$ cat src/logic/hcd_cfg.svh
// constants of the hub configuration image decoder
`ifndef HCD_CFG_SVH
`define HCD_CFG_SVH
`define HCD_SIG_D0 8'hD0
`define HCD_SIG_D2 8'hD2
`define HCD_SIG_D4 8'hD4
`define HCD_BLANK 8'hFF
`define HCD_SIG_ADDR 8'h00
`define HCD_VID_LO 8'h01
`define HCD_VID_HI 8'h02
`define HCD_PID_LO 8'h03
`define HCD_PID_HI 8'h04
`define HCD_DID_HI 8'h06
`define HCD_OCF 8'h07
`define HCD_C_PORTS 8'h08
`define HCD_C_MAXP 8'h09
`define HCD_C_CTRL 8'h0A
`define HCD_C_PGD 8'h0B
`define HCD_C_FLAGS 8'h0C
`define HCD_E_MAXP_FS 8'h08
`define HCD_E_MAXP_HS 8'h09
`define HCD_E_CC_FSB 8'h0C
`define HCD_E_CC_HSB 8'h0D
`define HCD_E_CC_FSS 8'h0E
`define HCD_E_CC_HSS 8'h0F
`define HCD_E_PGD 8'h10
`define HCD_E_FLAGS 8'h11
`define HCD_E_FLAGS2 8'h12
`define HCD_E_NLANG 8'h14
`define HCD_E_STRMAP 8'h15
`define HCD_E_ACTIVE 8'h16
`define HCD_E_REMOV 8'h17
`define HCD_E_LANG 8'h18
`define HCD_LAST_ADDR 8'h18
`define HCD_DEF_OCF 8'h88
`define HCD_DEF_PORTS 8'hFF
`define HCD_DEF_MAXP_FS 8'h28
`define HCD_DEF_MAXP_HS 8'h57
`define HCD_DEF_CC_FS 8'h50
`define HCD_DEF_CC_HS 8'hAE
`define HCD_DEF_CC_HSS 8'h64
`define HCD_DEF_PGD 8'h32
`define HCD_DEF_FLAGS 8'h80
`define HCD_DEF_E_PORTS 8'h0F
`define HCD_DT_HUB 8'h29
`define HCD_DT_ZERO 8'h00
`define HCD_BIT_AZD 7
`define HCD_BIT_CMP 6
`define HCD_BIT_FSO 5
`define HCD_BIT_NOIND 4
`define HCD_BIT_GANG 2
`define HCD_BIT_SELFP 5
`define HCD_SCK_DIV 8'd16
`define HCD_CMD_READ 8'h03
`endif

$ cat src/logic/hcd_pkg.sv
// types of the hub configuration image decoder
package hcd_pkg;
  typedef struct packed {
    logic [15:0] vendor_code;
    logic [15:0] product_code;
    logic [7:0] release_code;
  } hcd_ident_t;
  typedef struct packed {
    logic [3:0] live_port_fault_filter;
    logic [3:0] idle_port_fault_filter;
    logic [3:0] port_usable_mask;
    logic [3:0] port_detachable_mask;
    logic [2:0] port_count;
    logic [7:0] upstream_current_demand;
    logic [7:0] controller_current_draw;
    logic [7:0] power_good_delay;
    logic [15:0] hub_characteristics;
    logic accept_zero_descriptor_type;
    logic compound_flag;
    logic fs_restrict_flag;
    logic indicators_off_flag;
    logic shared_power_switch_flag;
    logic [7:0] language_count;
    logic [7:0] string_presence_map;
    logic [7:0] string_ptr_base;
  } hcd_hub_cfg_t;
  typedef enum logic [1:0] {HCD_FMT_NONE, HCD_FMT_D0, HCD_FMT_D2, HCD_FMT_D4} hcd_fmt_t;
endpackage

$ cat src/logic/hcd_decoder.sv
// hub configuration image decoder top
`timescale 1ns/1ps
`include "hcd_cfg.svh"
module hcd_decoder import hcd_pkg::*; (
  input wire logic clk,
  input wire logic reset,
  output logic spi_cs_n,
  output logic spi_sck,
  output logic spi_mosi,
  input wire logic spi_miso,
  input wire logic hs_connected,
  input wire logic self_powered,
  input wire logic desc_req_valid,
  input wire logic [7:0] desc_req_type,
  output logic desc_req_accept,
  output logic desc_req_stall,
  input wire logic [3:0] port_ind_req,
  output logic [3:0] port_ind_out,
  output logic load_done,
  output logic connect_enable,
  output logic vendor_class_mode,
  output logic hs_allowed,
  output hcd_fmt_t image_format,
  output hcd_ident_t ident,
  output hcd_hub_cfg_t hub_cfg
);
  logic byte_valid;
  logic [7:0] byte_data;
  logic [7:0] addr_r;
  logic busy_r;
  logic [7:0] sig_r, ocf_r, ports_r, maxp_fs_r, maxp_hs_r;
  logic [7:0] cc_fsb_r, cc_hsb_r, cc_fss_r, cc_hss_r, pgd_r, flags_r, nlang_r, smap_r;
  logic [3:0] active_r, remov_r;
  logic [15:0] vid_r, pid_r;
  logic [7:0] did_r;
  logic is_d4, is_d2, last;
  logic [2:0] cnt;
  logic [7:0] maxp_sel, cc_sel;
  logic [3:0] log_det;

  assign is_d4 = (sig_r == `HCD_SIG_D4);
  assign is_d2 = (sig_r == `HCD_SIG_D2);
  // compact stops after byte 12, d0 after byte 6, unknown after byte 1
  assign last = (addr_r == `HCD_LAST_ADDR) || (is_d2 && addr_r == `HCD_C_FLAGS)
    || (sig_r == `HCD_SIG_D0 && addr_r == `HCD_DID_HI)
    || (addr_r != `HCD_SIG_ADDR && !is_d4 && !is_d2 && sig_r != `HCD_SIG_D0);

  hcd_spi_reader u_rd (
    .clk(clk),
    .reset(reset),
    .start(busy_r),
    .stop(byte_valid && last),
    .spi_cs_n(spi_cs_n),
    .spi_sck(spi_sck),
    .spi_mosi(spi_mosi),
    .spi_miso(spi_miso),
    .byte_valid(byte_valid),
    .byte_data(byte_data)
  );

  always_ff @(posedge clk) begin
    if (reset) begin
      busy_r <= 1'b1;
      addr_r <= 8'h00;
      load_done <= 1'b0;
    end else if (busy_r && byte_valid) begin
      addr_r <= addr_r + 8'd1;
      if (last) begin
        busy_r <= 1'b0;
        load_done <= 1'b1;
      end
    end
  end

  // every field reloads its default at reset; bytes absent from a format never overwrite it, except byte 1 of an unknown image, which loads vid_r[7:0]
  always_ff @(posedge clk) begin
    if (reset) begin
      sig_r <= `HCD_BLANK;
      vid_r <= 16'h0000;
      pid_r <= 16'h0000;
      did_r <= 8'h00;
      ocf_r <= `HCD_DEF_OCF;
      ports_r <= `HCD_DEF_PORTS;
      maxp_fs_r <= `HCD_DEF_MAXP_FS;
      maxp_hs_r <= `HCD_DEF_MAXP_HS;
      cc_fsb_r <= `HCD_DEF_CC_FS;
      cc_hsb_r <= `HCD_DEF_CC_HS;
      cc_fss_r <= `HCD_DEF_CC_FS;
      cc_hss_r <= `HCD_DEF_CC_HSS;
      pgd_r <= `HCD_DEF_PGD;
      flags_r <= `HCD_DEF_FLAGS;
      nlang_r <= 8'h00;
      smap_r <= 8'h00;
    end else if (busy_r && byte_valid) begin
      if (addr_r == `HCD_SIG_ADDR) sig_r <= byte_data;
      else if (addr_r == `HCD_VID_LO) vid_r[7:0] <= byte_data;
      else if (addr_r == `HCD_VID_HI) vid_r[15:8] <= byte_data;
      else if (addr_r == `HCD_PID_LO) pid_r[7:0] <= byte_data;
      else if (addr_r == `HCD_PID_HI) pid_r[15:8] <= byte_data;
      else if (addr_r == `HCD_DID_HI) did_r <= byte_data;
      else if (is_d2) begin
        if (addr_r == `HCD_OCF) ocf_r <= byte_data;
        if (addr_r == `HCD_C_PORTS) ports_r <= byte_data;
        if (addr_r == `HCD_C_MAXP) begin
          maxp_fs_r <= byte_data;
          maxp_hs_r <= byte_data;
        end
        if (addr_r == `HCD_C_CTRL) begin
          cc_fsb_r <= byte_data;
          cc_hsb_r <= byte_data;
          cc_fss_r <= byte_data;
          cc_hss_r <= byte_data;
        end
        if (addr_r == `HCD_C_PGD) pgd_r <= byte_data;
        if (addr_r == `HCD_C_FLAGS) flags_r <= byte_data;
      end else if (is_d4) begin
        if (addr_r == `HCD_OCF) ocf_r <= byte_data;
        if (addr_r == `HCD_E_MAXP_FS) maxp_fs_r <= byte_data;
        if (addr_r == `HCD_E_MAXP_HS) maxp_hs_r <= byte_data;
        if (addr_r == `HCD_E_CC_FSB) cc_fsb_r <= byte_data;
        if (addr_r == `HCD_E_CC_HSB) cc_hsb_r <= byte_data;
        if (addr_r == `HCD_E_CC_FSS) cc_fss_r <= byte_data;
        if (addr_r == `HCD_E_CC_HSS) cc_hss_r <= byte_data;
        if (addr_r == `HCD_E_PGD) pgd_r <= byte_data;
        if (addr_r == `HCD_E_FLAGS) flags_r <= byte_data;
        if (addr_r == `HCD_E_NLANG) nlang_r <= byte_data;
        if (addr_r == `HCD_E_STRMAP) smap_r <= byte_data;
        if (addr_r == `HCD_E_ACTIVE) ports_r[7:4] <= byte_data[3:0];
        if (addr_r == `HCD_E_REMOV) ports_r[3:0] <= byte_data[3:0];
      end
    end
  end

  assign active_r = ports_r[7:4];
  assign remov_r = ports_r[3:0];

  // logical port k takes detachable bit k; bits at and above port_count stay clear
  always_comb begin
    cnt = 3'd0;
    log_det = 4'h0;
    for (int i = 0; i < 4; i++) begin
      if (active_r[i]) begin
        log_det[cnt[1:0]] = remov_r[cnt[1:0]];
        cnt = cnt + 3'd1;
      end
    end
  end

  assign maxp_sel = hs_allowed && hs_connected ? maxp_hs_r : maxp_fs_r;
  always_comb begin
    unique case ({self_powered, hs_allowed && hs_connected})
      2'b00: cc_sel = cc_fsb_r;
      2'b01: cc_sel = cc_hsb_r;
      2'b10: cc_sel = cc_fss_r;
      default: cc_sel = cc_hss_r;
    endcase
  end

  assign vendor_class_mode = load_done && (sig_r == `HCD_BLANK);
  assign connect_enable = load_done;
  assign hs_allowed = !flags_r[`HCD_BIT_FSO];
  always_comb begin
    unique case (sig_r)
      `HCD_SIG_D0: image_format = HCD_FMT_D0;
      `HCD_SIG_D2: image_format = HCD_FMT_D2;
      `HCD_SIG_D4: image_format = HCD_FMT_D4;
      default: image_format = HCD_FMT_NONE;
    endcase
  end
  assign ident.vendor_code = vid_r;
  assign ident.product_code = pid_r;
  assign ident.release_code = did_r;
  assign hub_cfg.live_port_fault_filter = ocf_r[7:4];
  assign hub_cfg.idle_port_fault_filter = ocf_r[3:0];
  assign hub_cfg.port_usable_mask = active_r;
  assign hub_cfg.port_detachable_mask = log_det;
  assign hub_cfg.port_count = cnt;
  assign hub_cfg.upstream_current_demand = maxp_sel;
  assign hub_cfg.controller_current_draw = cc_sel;
  assign hub_cfg.power_good_delay = pgd_r;
  assign hub_cfg.accept_zero_descriptor_type = flags_r[`HCD_BIT_AZD];
  assign hub_cfg.compound_flag = flags_r[`HCD_BIT_CMP];
  assign hub_cfg.fs_restrict_flag = flags_r[`HCD_BIT_FSO];
  assign hub_cfg.indicators_off_flag = flags_r[`HCD_BIT_NOIND];
  assign hub_cfg.shared_power_switch_flag = flags_r[`HCD_BIT_GANG];
  // b7 indicators, b2 compound; b4:b3 and b1:b0 read 01 per port, 00 when shared (10 would mean no protection)
  assign hub_cfg.hub_characteristics = {8'h00, !flags_r[`HCD_BIT_NOIND], 2'b00,
    1'b0, !flags_r[`HCD_BIT_GANG], flags_r[`HCD_BIT_CMP],
    1'b0, !flags_r[`HCD_BIT_GANG]};
  assign hub_cfg.language_count = nlang_r;
  assign hub_cfg.string_presence_map = smap_r;
  assign hub_cfg.string_ptr_base = `HCD_E_LANG + {nlang_r[6:0], 1'b0};
  assign port_ind_out = flags_r[`HCD_BIT_NOIND] ? 4'h0 : port_ind_req;

  always_comb begin
    desc_req_accept = 1'b0;
    desc_req_stall = 1'b0;
    if (desc_req_valid) begin
      if (desc_req_type == `HCD_DT_HUB) desc_req_accept = 1'b1;
      else if (desc_req_type == `HCD_DT_ZERO && flags_r[`HCD_BIT_AZD]) desc_req_accept = 1'b1;
      else desc_req_stall = 1'b1;
    end
  end
endmodule

$ cat src/logic/hcd_spi_reader.sv
// spi eeprom byte reader: read command then streams bytes from address zero
`timescale 1ns/1ps
`include "hcd_cfg.svh"
module hcd_spi_reader (
  input wire logic clk,
  input wire logic reset,
  input wire logic start,
  input wire logic stop,
  output logic spi_cs_n,
  output logic spi_sck,
  output logic spi_mosi,
  input wire logic spi_miso,
  output logic byte_valid,
  output logic [7:0] byte_data
);
  logic [7:0] div_r;
  logic tick;
  logic miso_s1_r, miso_s2_r;
  logic [5:0] bitc_r;
  logic [23:0] cmd_r;
  logic [7:0] sh_r;
  logic act_r;
  assign tick = (div_r == `HCD_SCK_DIV - 8'd1);
  always_ff @(posedge clk) begin
    miso_s1_r <= spi_miso;
    miso_s2_r <= miso_s1_r;
  end
  always_ff @(posedge clk) begin
    if (reset || !act_r || tick) div_r <= 8'd0;
    else div_r <= div_r + 8'd1;
  end
  // sck high in second half of each bit period; sample on rising edge
  always_ff @(posedge clk) begin
    if (reset) begin
      act_r <= 1'b0;
      spi_cs_n <= 1'b1;
      spi_sck <= 1'b0;
      spi_mosi <= 1'b0;
      bitc_r <= 6'd0;
      cmd_r <= 24'h0;
      sh_r <= 8'h00;
      byte_valid <= 1'b0;
      byte_data <= 8'h00;
    end else begin
      byte_valid <= 1'b0;
      if (start && !act_r) begin
        act_r <= 1'b1;
        spi_cs_n <= 1'b0;
        cmd_r <= {`HCD_CMD_READ, 16'h0000};
        spi_mosi <= 1'(`HCD_CMD_READ >> 7);
        bitc_r <= 6'd0;
      end else if (act_r && stop) begin
        act_r <= 1'b0;
        spi_cs_n <= 1'b1;
        spi_sck <= 1'b0;
      end else if (act_r && div_r == (`HCD_SCK_DIV >> 1) - 8'd1) begin
        spi_sck <= 1'b1;
        if (bitc_r >= 6'd24) sh_r <= {sh_r[6:0], miso_s2_r};
      end else if (act_r && tick) begin
        spi_sck <= 1'b0;
        if (bitc_r < 6'd24) begin
          cmd_r <= {cmd_r[22:0], 1'b0};
          spi_mosi <= cmd_r[22];
          bitc_r <= bitc_r + 6'd1;
        end else begin
          spi_mosi <= 1'b0;
          if (bitc_r == 6'd31) begin
            bitc_r <= 6'd24;
            byte_valid <= 1'b1;
            byte_data <= sh_r;
          end else bitc_r <= bitc_r + 6'd1;
        end
      end
    end
  end
endmodule

$ cat config.mk
export PLATFORM = sky130hd
export DESIGN_NAME = hcd_decoder
export DESIGN_NICKNAME = d
export VERILOG_FILES = /design/src/logic/hcd_pkg.sv /design/src/logic/hcd_decoder.sv /design/src/logic/hcd_spi_reader.sv
export VERILOG_INCLUDE_DIRS = /design/src /design/src/logic
export SDC_FILE = /design/constraint.sdc
export NUM_CORES = 1
export LEC_CHECK = 0
export BUFFER_PORTS_ARGS = -buffer_cell sky130_fd_sc_hd__clkbuf_2
export CORE_ASPECT_RATIO = 1.2
export CORE_MARGIN = 2
export CORE_UTILIZATION = 56
export DETAILED_ROUTE_END_ITERATION = 8
export PLACE_DENSITY = 0.8
export SLEW_MARGIN = 15
export SYNTH_ARGS = -nofsm -noshare
export SYNTH_HDL_FRONTEND = slang
export SYNTH_SLANG_ARGS = --single-unit
$ cat constraint.sdc
create_clock -name clk -period 3.1 [get_ports clk]
set_input_delay 0.62 -clock clk [delete_from_list [all_inputs] [get_ports clk]]
set_output_delay 0.62 -clock clk [all_outputs]
set_load 0.05 [all_outputs]
==> summary.txt, run 1 <==
Status
  – Status: complete, no violations

Placed design
  – Placed Instances: about 1,200
  – Final HPWL DP: roughly 14 mm
  – Placer congestion estimate: 0.864
  – IO Port Bufs: 147
  – Dpl ws: 0.235 ns

STA
  – Final cycle utilization of the critical path: ~96%
  – Slew Viols, Final: 0
  – RSZ-0062 raised after global routing: false
  – Highest Clock Rate: 336 MHz
  – Worst slew pin tran: 0.916 ns
  – Skew final: 0.00932 ns
  – Period minus WS final: 2.98 ns
  – Relative slew slack: 38.9%
  – Final Hold Violating Endpoints: 0
  – Final setup viols: 0
  – Fin worst setup slack: 0.120 ns

Synthesis
  – Seq/Total Area, Yosys: between 40% and 50%
  – Post-synth EDFFs: 0
  – Synth area leader: dfxtp_1
  – Top cells by area, synth: dfxtp_1, mux2i_1, nor2_1
  – Yosys top cell area share: between 40 and 50%
  – Synth Instances: between 900 and 1,000
  – Syn avg cell area: 9.37 um2
  – Synth Warn #: 0
  – Synth Cell Area: 8690 um2
  – Ys async rst share: 0%
  – Ys flop type: dfxtp_1
  – Yosys reg bits: 195
  – Yosys cell types: 57

Critical path
  – Reg2reg start: sig_r[3]
  – Reg-to-Reg End: cc_fss_r[5]
  – Worst Path Arrival: 2.36 ns
  – Worst r2r path cells: 6
  – R2R setup slack: ~0.55 ns
  – Crit start category: flip-flop
  – Critical path data required time: 2.48 ns
  – Crit path capture type: output pin
  – Critical Path Fanout Max: 7
  – CP Class: flip-flop to output pin

Power
  – VDD IR max: 0.378 mV
  – Power Density: 475 nW/um2
  – Leakage: 4.40 nW

CTS
  – Clk_lat worst skew: around 0.44 ns
  – H-Tree Depth: 4
  – CTS tree: built
  – Clock sinks: 195
  – Worst-path clk slew: 0.07 ns
  – Setup Buffers After CTS: 0
  – Num CTS Buffers: 17
  – Clock root buffer: clkbuf_16
  – Max clock buf depth: 2

Drt
  – Vias post-DR: 6,919
  – Final ANT Viol Nets: 0
  – Vias per cell: 5.47
  – Met2 wire length: 9.88 mm
  – Highest Signal Layer: met4
  – Initial DRC Count: between 500 and 600
  – Residual DRC: 0
  – DR WL met3: 1.10 mm
  – DRT Wirelength: ~20 mm
  – Average wire per cell in the routed design: approximately 16 um
  – Met1 wire length: approximately 8.7 mm
  – First-pass detailed-route iteration total: 5

Min path
  – Hold path endpoint: u_rd.miso_s1_r
  – Hold Path Class: input port to flip-flop
  – Hold Startpoint: spi_miso
  – WHS Path Cells: 1

Floorplanning
  – Row Count: 49
  – Starting Density: 57.6%
  – Core Area: 15,100 um2
  – Die Height: roughly 140 um
  – Die ar.: around 17,000 um2
  – Die Span X: 118 um
  – Ports: about 160

GRT
  – First-pass GRT wire length: between 30 and 40 mm
  – Total gr overflow: 0
  – Initial antenna violation count: 0
  – Vias in the first global route: between 6,000 and 7,000
  – All-Layer GR Usage: 24.5%
  – Largest net degree at the start of global routing: 55

Final layout
  – Layout area overhead: 16.6%
  – Commonest non-fill, non-tap cell in the layout: dfxtp_1
  – Commonest cells after routing, fill and taps aside: dfxtp_1, nor2_1, clkbuf_2
  – Layout Cells excl Fill: ~1,300
  – Layout cells sized above 1: 22.7%
  – N_diodes: 0
  – Regs by FF count: pid_r x16, vid_r x16
  – Nets: 1,081

Job
  – Max cap viols: 0
-- cells in the mapped netlist (2+ instances only) --
cell / count
and2_1: 3
a31oi_1: 3
nor2_1: 163
o22ai_1: 2
mux4_2: 8
nor4_1: 4
dfxtp_1: 195
or3_1: 4
nand2_1: 41
xor2_1: 10
xnor2_1: 11
a21o_1: 3
nor3_1: 23
mux2_2: 10
o21ai_0: 20
nand2b_1: 20
ha_1: 14
or4_1: 2
a21oi_1: 33
or2_2: 3
buf_2: 10
mux2i_1: 119
a211o_1: 27
and3_1: 6
o211a_1: 3
nand4_1: 13
buf_1: 2
a2111oi_0: 3
nor4b_1: 2
o211ai_1: 6
clkbuf_1: 44
and4_1: 4
nor2b_1: 15
o21ai_1: 3
nand3_1: 25
buf_4: 23
nand3b_1: 6
inv_1: 26
-- worst max-delay path by stage --
stage / startpoint / endpoint / slack, ns / cells past startpoint
2_1_floorplan: ports_r[4] / hub_cfg[75] / -0.01 / 7
3_3_place_gp: ports_r[5] / hub_cfg[75] / 0.32 / 8
3_5_place_dp: ports_r[4] / hub_cfg[72] / 0.24 / 9
4_1_cts: ports_r[5] / hub_cfg[75] / 0.009 / 8
5_1_grt: ports_r[5] / hub_cfg[72] / 0.007 / 8
6_report: ports_r[4] / hub_cfg[72] / 0.12 / 8
-- critical path, cell delays in order (launching register included) --
cell and delay (ns):
dfxtp_4 0.37, inv_1 0.08, ha_4 0.34, xor2_4 0.19, mux2_2 0.36, a21oi_2 0.15
and3_1 0.19, a31oi_2 0.04, buf_4 0.19
-- kinds of logic after synthesis --
family | share of synthesized area [%]
compound gates | 9.33
xor+xnor | 2.12
fa+ha+maj | 2.02
buf+inv | 5.67
flops | 44.9
mux | 17.1
other cells | 0.0431
simple gates | 18.8
-- routing by layer --
| metal | track usage (%) | vias to the layer above |
|---|---|---|
| met5 | 0 | - |
| met4 | 8.75 | 0 |
| met3 | 5.33 | 24 |
| met2 | 41.8 | 210 |
| met1 | 30.6 | 3268 |
| li1 | - | 3417 |
-- where the power goes --
| part | switching, mW | internal (mW) |
|---|---|---|
| logic | 0.156 | 0.0492 |
| registers | 0.00433 | 2.51 |
| clock network | 1.02 | 1.08 |
-- stage by stage --
step                hold WS, ns  TNS (ns)  area (um2)  power [mW]  util (%)
global placement          0.312         0        9520        2.78      63.1
CTS                       0.264         0       10100        4.84      67.1
global route              0.258         0       10100        4.96      67.2
detailed placement        0.326         0        9520        2.78      63.1
finish                    0.275         0       10100        4.81      67.2
floorplan                 0.310   -0.0206        8750        2.74         -
-- area by class of cell --
type	instances	area, um2
clock buffer	19	443
clock inverter	13	116
fill	1212	4950
inverter	26	97.6
multi-input combinational	640	4390
sequential	195	3910
tap	204	255
timing repair buffer	169	926
-- what timing repair did --
action | 4_1_cts | 5_1_grt
resized for setup | 8 | 8
endpoints found under the setup margin | 6 | 5
endpoints found under the hold margin | 0 | 0
hold buffers | 0 | 0
pin swaps | 0 | 1
Note: power is estimated with default switching activity, not from simulation.
==> run 2: changes to the inputs <==
==> constraint.sdc (replaced) <==
create_clock -name clk -period 3.1 [get_ports clk]
set_input_delay 0.62 -clock clk [delete_from_list [all_inputs] [get_ports clk]]
set_output_delay 0.62 -clock clk [all_outputs]
set_load 0.005 [all_outputs]
==> run 2 against run 1 <==
Compared with the run above:
- final cell count hardly changed
- combinational power is 39% lower
- largest power group unchanged
- sequential cell count stayed put
- register-to-register slack got worse by 0.11 ns
- final area grew 0.68%
- setup slack improved by 0.028 ns
- critical path depth is the same
- sequential power about the same
- largest cell class unchanged
==> summary.txt, run 2 (synthesis results as in run 1) <==
Status
  – Status: complete, no violations

Final layout
  – Commonest non-fill, non-tap cell in the layout: dfxtp_1
  – Fill count: 1,189
  – Layout cells sized above 1: a little under a quarter
  – Layout area overhead: 17.4%
  – Nets: between 1,000 and 1,500
  – Layout Cells excl Fill: approximately 1,300
  – N_diodes: 0
  – Design area: 10,200 um2
  – Commonest cells after routing, fill and taps aside: dfxtp_1, nor2_1, clkbuf_2
  – Regs by FF count: pid_r x16, vid_r x16

Critical path
  – Crit start category: flip-flop
  – Worst Path Arrival: ~2.3 ns
  – Crit path capture type: output pin
  – Critical Path Fanout Max: 6
  – Critical path data required time: 2.48 ns
  – Worst r2r path cells: 5
  – CP Class: flip-flop to output pin

Power
  – VDD IR max: 0.418 mV
  – Sw frac: 22.7%
  – Cell internal pwr: 3.87 mW
  – Leakage: 4.43 nW
  – Portion of total power attributed to the clock network: ~47%
  – Combinational share of power: 2.5%
  – Power Density: 490 nW/um2
  – Sequential power share: between 50% and 60%
  – Psw: 1.13 mW

STA
  – Final cycle utilization of the critical path: between 90% and 100%
  – Highest Clock Rate: approximately 340 MHz
  – RSZ-0062 raised after global routing: false
  – Slew Viols, Final: 0
  – Final setup viols: 0
  – Relative slew slack: 38.2%
  – Hold_ws: 0.275 ns
  – Worst slew pin tran: 0.926 ns
  – Period minus WS final: 2.95 ns
  – Setup TNS: 0 ns
  – Skew final: 0.0108 ns
  – Final Hold Violating Endpoints: 0

Min path
  – WHS Path Cells: 1
  – Hold Path Class: input port to flip-flop

CTS
  – Worst-path clk slew: 0.07 ns
  – Clock sinks: slightly below 200
  – Num CTS Buffers: 17
  – Setup Buffers After CTS: 0
  – Clk_lat worst skew: 0.45 ns
  – CTS tree: built
  – Max clock buf depth: 2
  – Clock root buffer: clkbuf_16
  – H-Tree Depth: 4
  – # hold bufs at CTS: 0

Drt
  – DRT Wirelength: about 21 mm
  – Highest Signal Layer: met4
  – First-pass detailed-route iteration total: 5
  – Vias per cell: 5.59
  – DR WL met3: 1.28 mm
  – Final ANT Viol Nets: 0
  – Initial DRC Count: 508
  – Residual DRC: 0
  – Met1 wire length: between 8 and 9 mm
  – Vias post-DR: 7,069
  – Met2 wire length: 10.1 mm
  – Average wire per cell in the routed design: approximately 16 um

GRT
  – Total gr overflow: 0
  – Vias in the first global route: around 6,700
  – Largest net degree at the start of global routing: 110
  – First-pass GRT wire length: 33.7 mm
  – Initial antenna violation count: 0
  – All-Layer GR Usage: 25.2%

Floorplanning
  – Die Span X: 118 um
  – Die ar.: roughly 17,000 um2
  – Core Area: roughly 15,000 um2
  – Die Height: 140 um
  – Row Count: 49
  – Ports: approximately 160
  – Starting Density: 57.6%

Placed design
  – IO Port Bufs: ~150
  – Post-DP Area: 9500 um2
  – Placed Instances: 1,233
  – Final HPWL DP: 13.9 mm
  – Placer congestion estimate: 0.872

Job
  – Max cap viols: 0
run 2: cell types whose count changed in the layout (fill, tap and decap cells not counted), sizes merged:
cell,before,now
buf,27,22
clkinvlp,3,1
bufinv,0,3
clkbuf,161,163
inv,33,29
clkinv,3,8
run 2: metrics by stage:
step,power (mW),util [%],worst slack [ns]
floorplan,2.66,-,0.321
global placement,2.69,63.0,0.357
detailed placement,2.70,63.0,0.242
CTS,5.03,67.5,0.0600
global route,5.13,67.6,0.00318
finish,5.00,67.6,0.149
run 2: what timing repair did:
item                                    CTS  global route
pin swaps                                 0             0
endpoints found under the setup margin    4             2
gates resized for setup                   6             4
run 2: area by class of cell:
class	count	area (um2)	share of cell area (%)
clock buffers	17	425	4.17
clock inverters	15	226	2.22
inverters	26	97.6	0.957
multi-input cells	640	4380	42.9
flip-flops and latches	195	3910	38.3
well taps	204	255	2.50
repair buffers	168	908	8.90
run 2: final timing paths:
check,slack [ns],from,end
max,0.15,ports_r[4],hub_cfg[75]
min,0.27,spi_miso,u_rd.miso_s1_r
min reg2reg,0.33,u_rd.miso_s1_r,u_rd.miso_s2_r
max reg2reg,0.44,sig_r[2],cc_fsb_r[4]
run 2: routing by layer:
metal | track usage, % | vias to the layer above
met5 | 0 | -
met4 | 9.77 | 0
met3 | 5.21 | 42
met2 | 43.3 | 261
met1 | 31.2 | 3344
li1 | - | 3422
run 2: critical path: stages, from the launching register on:
cell      delay, ns
dfxtp_2        0.34
ha_1           0.24
o21ai_1        0.45
inv_1          0.15
ha_1           0.22
nand2_1        0.11
nand3_1        0.09
o22ai_1        0.14
clkbuf_2       0.13
run 2: power groups by stage:
stage / Sequential (mW) / Combinational, mW / Clock, mW
6_report: 2.51 / 0.126 / 2.36
5_1_grt: 2.51 / 0.137 / 2.48
4_1_cts: 2.51 / 0.125 / 2.40
3_5_place_dp: 2.57 / 0.124 / 0
3_3_place_gp: 2.57 / 0.123 / 0
2_1_floorplan: 2.57 / 0.0926 / 0
